$ cat config.mk
export PLATFORM = sky130hd
export DESIGN_NAME = ureb_ctrl
export DESIGN_NICKNAME = d
export VERILOG_FILES = /design/src/ureb_pkg.sv /design/src/ureb_ctrl.sv
export VERILOG_INCLUDE_DIRS = /design/src
export SDC_FILE = /design/constraint.sdc
export NUM_CORES = 1
export LEC_CHECK = 0
export BUFFER_PORTS_ARGS = -buffer_cell sky130_fd_sc_hd__buf_2
export CAP_MARGIN = 30
export CORE_UTILIZATION = 42
export CTS_CLUSTER_SIZE = 16
export DETAILED_ROUTE_END_ITERATION = 8
export PLACE_DENSITY_LB_ADDON = 0.25
export SLEW_MARGIN = 30
export SYNTH_ARGS = -nofsm -noshare
export SYNTH_HDL_FRONTEND = slang
export SYNTH_SLANG_ARGS = --single-unit
$ cat constraint.sdc
create_clock -name clk -period 2.2 [get_ports clk]
set_input_delay 0.44 -clock clk [delete_from_list [all_inputs] [get_ports clk]]
set_output_delay 0.44 -clock clk [all_outputs]
set_load 0.01 [all_outputs]
$ cat src/ureb_cfg.svh
// Constants for the USB reset, attach and boot-mode controller
`ifndef UREB_CFG_SVH
`define UREB_CFG_SVH
`define UREB_RST_VECTOR       8'h17
`define UREB_DT_APP           8'h01
`define UREB_DT_HDR_ONLY      8'h02
`define UREB_DT_IN_PROGRESS   8'hA5
`define UREB_ATTR_HDR_WR_BIT  1
`define UREB_MRST_MIN_NS      1000
`define UREB_CLK_PERIOD_NS    25
`define UREB_SYNC_RST_CYCLES  4'h2
`endif

$ cat src/ureb_pkg.sv
// Types for the USB reset, attach and boot-mode controller
package ureb_pkg;
   typedef enum logic [1:0] {
      UREB_BOOT_UPGRADE_DEFAULT,
      UREB_BOOT_UPGRADE_HEADER,
      UREB_BOOT_APPLICATION
   } ureb_boot_mode_t;

   typedef enum logic [2:0] {
      UREB_DL_IDLE,
      UREB_DL_WR_HEADER,
      UREB_DL_SAVE_TYPE,
      UREB_DL_MARK,
      UREB_DL_WR_APP,
      UREB_DL_RESTORE
   } ureb_dl_state_t;
endpackage : ureb_pkg

$ cat src/ureb_ctrl.sv
// USB reset, bus-attach, reset outputs, boot identity and download sequencing
// Functional notes
// - Attach bit set enables D+ pull-up
// - Power-up clears attach, pull-up floats
// - Attach, shadow, global enable survive bus resets
// - Shadow bit selects normal memory map
// - Global enable: bus reset resets system, mask and flag
// - Global bus reset raises no interrupt
// - Masked bus reset interrupts on input zero
// - Otherwise reset only engine and buffers
// - Non-global bus reset sets the status flag
// - Global reset clears the status flag
// - Vector write at 0x17 clears flag
// - Reset out on master or global reset
// - Codec reset follows firmware bit, inverted
// - No or bad header: default upgrade identity
// - Header only: upgrade mode, header identity
// - Download order: header, save, mark, app, restore
// - In-progress marker boots upgrade mode
// - Header written only if attribute bit 1
// - Bus reset after download restarts as application
// - Aborted download stays in program mode
// - Data type 01 app, 02 or A5 header, else invalid
`timescale 1ns/1ps
`include "ureb_cfg.svh"
module ureb_ctrl
   import ureb_pkg::*;
#(
   parameter int VID_W = 16,
   parameter logic [15:0] DFLT_VID = 16'h1234, // Arbitrary value
   parameter logic [15:0] DFLT_PID = 16'h5678  // Arbitrary value
) (
   // Clock and synchronous reset
   input  wire logic             clk,
   input  wire logic             sys_rst,
   // Asynchronous pins
   input  wire logic             master_reset_in,
   input  wire logic             usb_bus_reset_in,
   // Firmware control bits, one-cycle write strobes with data
   input  wire logic             ctl_wr,
   input  wire logic             bus_attach_wdata,
   input  wire logic             shadow_wdata,
   input  wire logic             global_en_wdata,
   input  wire logic             irq_mask_wr,
   input  wire logic             irq_mask_wdata,
   input  wire logic             codec_wr,
   input  wire logic             codec_reset_wdata,
   input  wire logic             vector_wr,
   input  wire logic [7:0]       irq_vector_reg,
   // Boot probe results
   input  wire logic             boot_start,
   input  wire logic             eeprom_present,
   input  wire logic             header_valid,
   input  wire logic [7:0]       header_data_type,
   input  wire logic [VID_W-1:0] header_vid,
   input  wire logic [VID_W-1:0] header_pid,
   // Download flow
   input  wire logic             dl_start,
   input  wire logic             dl_to_eeprom,
   input  wire logic [7:0]       dl_attributes,
   input  wire logic             dl_step_done,
   input  wire logic             dl_abort,
   // Status and control outputs
   output logic                  bus_attach_bit,
   output logic                  boot_rom_shadow_bit,
   output logic                  usb_reset_global_en,
   output logic                  usb_irq_mask_bit,
   output logic                  usb_reset_flag,
   output logic                  ext_irq0_out,
   output logic                  dp_pullup_out,
   output logic                  dp_pullup_oe,
   output logic                  system_reset_out,
   output logic                  codec_reset_out,
   output logic                  sie_bm_reset_out,
   output ureb_boot_mode_t       boot_mode,
   output logic [VID_W-1:0]      enum_vid,
   output logic [VID_W-1:0]      enum_pid,
   output ureb_dl_state_t        dl_state,
   output logic                  dl_wr_header,
   output logic                  dl_wr_app,
   output logic                  dl_type_wr,
   output logic [7:0]            dl_type_wdata
);

   localparam int MRST_CYC =
      (`UREB_MRST_MIN_NS + `UREB_CLK_PERIOD_NS - 1) / `UREB_CLK_PERIOD_NS;

   logic       mrst_s1_q, mrst_s2_q, bres_s1_q, bres_s2_q, bres_d_q;
   logic       bus_reset_evt, global_rst, hard_rst;
   logic [7:0] saved_type_q;
   logic       upgrade_pending_q;

   // Two-flop synchronisers for pins
   always_ff @(posedge clk) begin
      if (sys_rst) begin
         mrst_s1_q <= 1'b0;
         mrst_s2_q <= 1'b0;
         bres_s1_q <= 1'b0;
         bres_s2_q <= 1'b0;
         bres_d_q  <= 1'b0;
      end else begin
         mrst_s1_q <= master_reset_in;
         mrst_s2_q <= mrst_s1_q;
         bres_s1_q <= usb_bus_reset_in;
         bres_s2_q <= bres_s1_q;
         bres_d_q  <= bres_s2_q;
      end
   end

   // Bus reset event on rising edge; global when enable set
   assign bus_reset_evt = bres_s2_q & ~bres_d_q;
   assign hard_rst      = sys_rst | mrst_s2_q;
   assign global_rst    = bus_reset_evt & usb_reset_global_en;

   // Attach cleared by a write, power-up or master reset; shadow only by power-up or master reset
   always_ff @(posedge clk) begin
      if (hard_rst) begin
         bus_attach_bit      <= 1'b0;
         boot_rom_shadow_bit <= 1'b0;
      end else if (ctl_wr) begin
         bus_attach_bit      <= bus_attach_wdata;
         boot_rom_shadow_bit <= boot_rom_shadow_bit | shadow_wdata;
      end
   end

   // Global enable keeps its value across bus resets
   always_ff @(posedge clk) begin
      if (hard_rst) begin
         usb_reset_global_en <= 1'b0;
      end else if (ctl_wr) begin
         usb_reset_global_en <= global_en_wdata;
      end
   end

   // Interrupt mask, cleared by any global reset
   always_ff @(posedge clk) begin
      if (hard_rst || global_rst) begin
         usb_irq_mask_bit <= 1'b0;
      end else if (irq_mask_wr) begin
         usb_irq_mask_bit <= irq_mask_wdata;
      end
   end

   // Status flag: global reset clears, else set wins over vector clear
   always_ff @(posedge clk) begin
      if (hard_rst || global_rst) begin
         usb_reset_flag <= 1'b0;
      end else if (bus_reset_evt) begin
         usb_reset_flag <= 1'b1;
      end else if (vector_wr && irq_vector_reg == `UREB_RST_VECTOR) begin
         usb_reset_flag <= 1'b0;
      end
   end

   // Interrupt only when not global and masked in
   assign ext_irq0_out = usb_reset_flag & usb_irq_mask_bit
                         & ~usb_reset_global_en;

   // Pull-up drive; high impedance while detached
   assign dp_pullup_out = 1'b1;
   assign dp_pullup_oe  = bus_attach_bit;

   // Reset outputs from flops
   always_ff @(posedge clk) begin
      if (sys_rst) begin
         system_reset_out <= 1'b1;
         sie_bm_reset_out <= 1'b1;
      end else begin
         system_reset_out <= mrst_s2_q | global_rst;
         sie_bm_reset_out <= mrst_s2_q | bus_reset_evt;
      end
   end

   // Codec reset driven by firmware bit; power-up reset asserts it, bus and master reset do not
   always_ff @(posedge clk) begin
      if (sys_rst) begin
         codec_reset_out <= 1'b1;
      end else if (codec_wr) begin
         codec_reset_out <= ~codec_reset_wdata;
      end
   end

   // Boot identity choice; pending upgrade turns into application on bus reset
   always_ff @(posedge clk) begin
      if (hard_rst) begin
         boot_mode <= UREB_BOOT_UPGRADE_DEFAULT;
         enum_vid  <= DFLT_VID;
         enum_pid  <= DFLT_PID;
      end else if (boot_start) begin
         if (!eeprom_present || !header_valid) begin
            boot_mode <= UREB_BOOT_UPGRADE_DEFAULT;
            enum_vid  <= DFLT_VID;
            enum_pid  <= DFLT_PID;
         end else if (header_data_type == `UREB_DT_APP) begin
            boot_mode <= UREB_BOOT_APPLICATION;
            enum_vid  <= header_vid;
            enum_pid  <= header_pid;
         end else if (header_data_type == `UREB_DT_HDR_ONLY ||
                      header_data_type == `UREB_DT_IN_PROGRESS) begin
            boot_mode <= UREB_BOOT_UPGRADE_HEADER;
            enum_vid  <= header_vid;
            enum_pid  <= header_pid;
         end else begin
            boot_mode <= UREB_BOOT_UPGRADE_DEFAULT;
            enum_vid  <= DFLT_VID;
            enum_pid  <= DFLT_PID;
         end
      end else if (bus_reset_evt && upgrade_pending_q) begin
         boot_mode <= UREB_BOOT_APPLICATION;
      end
   end

   // Download sequencer
   always_ff @(posedge clk) begin
      if (hard_rst) begin
         dl_state          <= UREB_DL_IDLE;
         saved_type_q      <= 8'h00;
         upgrade_pending_q <= 1'b0;
      end else if (dl_abort) begin
         dl_state <= UREB_DL_IDLE;
      end else begin
         unique case (dl_state)
            UREB_DL_IDLE: begin
               if (dl_start && boot_mode != UREB_BOOT_APPLICATION) begin
                  upgrade_pending_q <= 1'b0;
                  if (dl_to_eeprom && dl_attributes[`UREB_ATTR_HDR_WR_BIT]) begin
                     dl_state <= UREB_DL_WR_HEADER;
                  end else begin
                     dl_state <= UREB_DL_SAVE_TYPE;
                  end
               end
            end
            UREB_DL_WR_HEADER: begin
               if (dl_step_done) begin
                  dl_state <= UREB_DL_SAVE_TYPE;
               end
            end
            UREB_DL_SAVE_TYPE: begin
               saved_type_q <= header_data_type;
               dl_state     <= UREB_DL_MARK;
            end
            UREB_DL_MARK: begin
               if (dl_step_done) begin
                  dl_state <= UREB_DL_WR_APP;
               end
            end
            UREB_DL_WR_APP: begin
               if (dl_step_done) begin
                  dl_state <= UREB_DL_RESTORE;
               end
            end
            UREB_DL_RESTORE: begin
               if (dl_step_done) begin
                  dl_state          <= UREB_DL_IDLE;
                  upgrade_pending_q <= 1'b1;
               end
            end
         endcase
      end
   end

   // Download step strobes and data-type write value
   always_comb begin
      dl_wr_header  = (dl_state == UREB_DL_WR_HEADER);
      dl_wr_app     = (dl_state == UREB_DL_WR_APP);
      dl_type_wr    = (dl_state == UREB_DL_MARK) || (dl_state == UREB_DL_RESTORE);
      dl_type_wdata = (dl_state == UREB_DL_RESTORE) ? saved_type_q
                                                    : `UREB_DT_IN_PROGRESS;
   end

   // Assertions
   property p_flag_set;
      @(posedge clk) disable iff (hard_rst)
      (bus_reset_evt && !usb_reset_global_en) |=> usb_reset_flag;
   endproperty
   a_flag_set: assert property (p_flag_set) else $error("flag not set");

   property p_glob_clear;
      @(posedge clk) disable iff (sys_rst)
      global_rst |=> !usb_reset_flag && !ext_irq0_out;
   endproperty
   a_glob_clear: assert property (p_glob_clear) else $error("flag survived");

   property p_no_irq_global;
      @(posedge clk) disable iff (sys_rst)
      usb_reset_global_en |-> !ext_irq0_out;
   endproperty
   a_no_irq_global: assert property (p_no_irq_global) else $error("irq in global");

   property p_irq;
      @(posedge clk) disable iff (hard_rst)
      (bus_reset_evt && usb_irq_mask_bit && !usb_reset_global_en && !irq_mask_wr
       && !ctl_wr) |=> ext_irq0_out;
   endproperty
   a_irq: assert property (p_irq) else $error("irq missing");

   property p_pullup;
      @(posedge clk) disable iff (hard_rst)
      ctl_wr |=> dp_pullup_oe == $past(bus_attach_wdata) && dp_pullup_out;
   endproperty
   a_pullup: assert property (p_pullup) else $error("pullup mismatch");

   property p_attach_keep;
      @(posedge clk) disable iff (hard_rst)
      (bus_reset_evt && !ctl_wr) |=> $stable(bus_attach_bit) && $stable(boot_rom_shadow_bit);
   endproperty
   a_attach_keep: assert property (p_attach_keep) else $error("attach lost");

   property p_system_reset_out;
      @(posedge clk) disable iff (sys_rst)
      global_rst |=> system_reset_out;
   endproperty
   a_system_reset_out: assert property (p_system_reset_out) else $error("reset out missing");

   property p_codec;
      @(posedge clk) disable iff (sys_rst)
      codec_wr |=> codec_reset_out == !$past(codec_reset_wdata);
   endproperty
   a_codec: assert property (p_codec) else $error("codec reset wrong");

   property p_mark;
      @(posedge clk) disable iff (sys_rst)
      (dl_state == UREB_DL_SAVE_TYPE && !dl_abort) |=> dl_type_wr
         && dl_type_wdata == `UREB_DT_IN_PROGRESS;
   endproperty
   a_mark: assert property (p_mark) else $error("marker missing");

   property p_sie;
      @(posedge clk) disable iff (sys_rst)
      bus_reset_evt |=> sie_bm_reset_out;
   endproperty
   a_sie: assert property (p_sie) else $error("engine reset missing");

   property p_shadow_sticky;
      @(posedge clk) disable iff (hard_rst)
      boot_rom_shadow_bit |=> boot_rom_shadow_bit;
   endproperty
   a_shadow_sticky: assert property (p_shadow_sticky) else $error("shadow cleared");

   property p_app_after_dl;
      @(posedge clk) disable iff (hard_rst)
      (bus_reset_evt && upgrade_pending_q && !boot_start)
         |=> boot_mode == UREB_BOOT_APPLICATION;
   endproperty
   a_app_after_dl: assert property (p_app_after_dl) else $error("no restart as app");

   localparam int MRST_UNUSED = MRST_CYC;

endmodule : ureb_ctrl

==> summary.txt <==
Run status
  – Status: complete, no violations

Worst setup path
  – Worst Setup End Kind: output pin
  – Worst reg2reg path startpoint: dl_state[2]
  – Worst setup SP type: flip-flop
  – Critical Path Fanout Max: 14
  – Required @ worst endpoint: 1.76 ns
  – R2r setup slk: 0.77 ns
  – Crit path to: dl_type_wdata[4]
  – CP startpoint: dl_state[2]
  – RR Endpoint: saved_type_q[3]
  – R2R cell count: 4
  – Crit Path Category: reg2out
  – Worst endpoint data arrival time: 1.57 ns

Global routing
  – Initial antenna violation count: 0
  – Vias in the first global route: 1768
  – Global-route wire length before repair: approximately 7.5 mm
  – Largest net degree at the start of global routing: 20
  – Total gr overflow: 0
  – Total GRT Usage: 18.0%

Drt
  – Pre-antenna DRT Iters: 5
  – Wire length on met2: 2.35 mm
  – Vias/cell: slightly below 5
  – Vias: 2063
  – Initial DRC Count: 84
  – Met1 wire length: 2.24 mm
  – DRC: 0
  – Total Wirelength: 5.00 mm
  – Routed len/inst: 11.8 um
  – Routed length on met3: 310 um
  – Uppermost layer routed: met4
  – Post-DRT Antenna Nets: 0

Yosys
  – Warnings from Yosys: 0
  – Post-Syn Instances: 221
  – Post-synthesis net count: a little under 300
  – Top FF cell, synth: dfxtp_1
  – Seq cells post-synth: ~60
  – Post-Syn Area: around 2200 um^2
  – EDFF count, synth: 0
  – Avg Inst Size Synth: 10.0 um^2
  – Sequential share of the synthesized area: 53.3%
  – Post-synth ARST share: 0%
  – Synth cell types: 43

Pwr
  – Int Power: 1.63 mW
  – Switch Pwr: 0.475 mW
  – Register share of total power: 52.1%
  – Tot Pwr: ~2.1 mW
  – Clk pwr share: 40.4%
  – PwrDens: 693 nW/um^2
  – Net Sw Frac: approximately 23%
  – Combinational share of power: 7.5%
  – Worst VDD drop: 0.000507 V
  – Leak pwr: 1.40 nW

Timing
  – Relative slew slack: around 59%
  – Min Tclk post-route: 2.01 ns
  – Clock skew: between 0.005 and 0.006 ns
  – Unrepaired setup endpoints after global routing: no
  – Worst setup margin: 0.189 ns
  – Tcrit/Tclk final: 91.4%
  – Max Fclk: just under 500 MHz
  – Final setup fails: 0
  – Slew @ Worst Pin: 0.607 ns
  – Final Hold Viols: 0
  – Slew Limit Fails: 0
  – Final TNS setup: 0 ns

Clocking
  – Clock-pin slew on the worst setup and hold paths: 0.06 ns
  – Num CTS Buffers: 9
  – # Post-CTS Setup Buffers: 0
  – Root buf cell: clkbuf_8
  – H-tree depth: 3
  – Post_cts resized: 0
  – CTS tree: built
  – Clk sinks: 59
  – Clock Latency Late Sink: approximately 0.33 ns
  – Clk buf depth: 2
  – Cts hold-fix bufs: 0

Run
  – Max-Cap Viols: 0

Die
  – Die Area: 5570 um^2
  – Core ar.: 5110 um^2
  – I/O pin cnt: 135
  – Rows: 26
  – Die Ht: roughly 75 um
  – Starting Density: a little over two fifths
  – Die width: around 75 um

Cells and area
  – Final instance count without filler cells: roughly 420
  – Net count reported at finish: roughly 420
  – Layout area overhead: 37.2%
  – # diodes: 0
  – Share of layout cells above drive strength 1: between 40% and 50%

Place
  – Worst slack at placement: ~0.25 ns
  – Gpl congestion: 0.766
  – Post-DP HPWL: around 3.7 mm
  – Dpl cells: between 400 and 500
  – Port Buffers: 126

Hold path
  – Hold WC Path Type: in2reg
==> state kept, by name (all words and copies together), names as in the netlist, 2 cells and up <==
signal,cells
enum_vid,16
boot_mode,2
enum_pid,16
saved_type_q,8
dl_state,3
==> worst min-delay path by stage <==
stage / endpoint / slack [ns] / cells after the start / from
after detailed placement: mrst_s2_q / 0.43 / 1 / mrst_s1_q
after floorplan: bres_s2_q / 0.41 / 1 / bres_s1_q
after CTS: enum_pid[12] / 0.31 / 2 / header_pid[12]
after global placement: bres_s2_q / 0.42 / 1 / bres_s1_q
after global routing: enum_vid[4] / 0.30 / 2 / header_vid[4]
final: enum_pid[6] / 0.32 / 2 / header_pid[6]
==> final cells by class <==
cell class / instances / area, um^2
fill: 486 / 2070
timing repair buffer: 129 / 653
inverter: 2 / 7.51
clock buffer: 14 / 163
multi-input combinational: 146 / 940
tap: 70 / 87.6
clock inverter: 2 / 10.0
sequential: 59 / 1180
==> Yosys cell counts (all sizes together) (2+ instances only) <==
| master | instances | area share, % |
|---|---|---|
| a21boi | 2 | 0.68 |
| a21oi | 18 | 4.1 |
| a22o | 19 | 7.5 |
| a31oi | 4 | 1.1 |
| and2 | 5 | 1.4 |
| buf | 8 | 3.0 |
| clkbuf | 6 | 1.0 |
| dfxtp | 59 | 53 |
| inv | 2 | 0.34 |
| mux2i | 3 | 1.4 |
| nand2 | 27 | 4.6 |
| nand2b | 9 | 2.5 |
| nor2 | 13 | 2.7 |
| nor2b | 6 | 1.7 |
| nor3 | 2 | 0.45 |
| nor3b | 2 | 0.90 |
| o21ai | 3 | 0.68 |
| o22a | 13 | 5.1 |
| or3 | 4 | 1.4 |
==> metrics by stage <==
| step | util, % | hold WS, ns | area [um^2] |
|---|---|---|---|
| 2_1_floorplan | - | 0.414 | 2220 |
| 4_1_cts | 59.6 | 0.308 | 3040 |
| 6_report | 59.6 | 0.315 | 3040 |
| 3_5_place_dp | 56.2 | 0.426 | 2870 |
| 5_1_grt | 59.6 | 0.300 | 3040 |
| 3_3_place_gp | 56.2 | 0.421 | 2870 |
==> worst max-delay path, cell delays in order, from the launching register on <==
cell	delay [ns]
dfxtp_1	0.56
and3b_1	0.39
and2_1	0.17
buf_2	0.12
==> layout by cell type (no fill, tap or decap), types with 2 or more instances in the layout <==
cell type / count
buf_2: 126
dfxtp_1: 59
nand2_1: 27
a22o_1: 19
a21oi_1: 18
o22a_1: 13
nor2_1: 11
clkbuf_8: 11
nand2b_1: 9
nor2b_1: 6
and2_1: 5
a31oi_1: 4
mux2i_1: 3
o21ai_0: 3
clkbuf_1: 3
buf_4: 3
a21boi_0: 2
nor3_1: 2
or3_1: 2
inv_1: 2
clkinv_2: 2
==> logic make-up (layout without fill, tap and decap cells) <==
logic type             after synthesis  in the layout  share of synthesized area [%]
AND/OR/NAND/NOR                     76             76                           18.6
flip-flops                          59             59                           53.3
other                                1              1                          0.169
AO/OA/AOI/OAI                       65             65                           21.7
multiplexers                         4              4                           1.86
buffers and inverters               16            147                           4.35
==> power groups by stage <==
stage | registers [mW] | clock network, mW | logic [mW]
5_1_grt | 1.10 | 0.931 | 0.176
3_3_place_gp | 1.12 | 0 | 0.156
6_report | 1.10 | 0.852 | 0.157
2_1_floorplan | 1.12 | 0 | 0.0657
3_5_place_dp | 1.12 | 0 | 0.159
4_1_cts | 1.10 | 0.878 | 0.159
==> metal layers <==
metal  vias up  GRT usage [%]
met5         -              0
met4         0           10.3
met3        11           5.49
met2        83           29.3
met1       932           21.1
li1       1037              -
No activity file was read; power rests on OpenSTA's default activity.
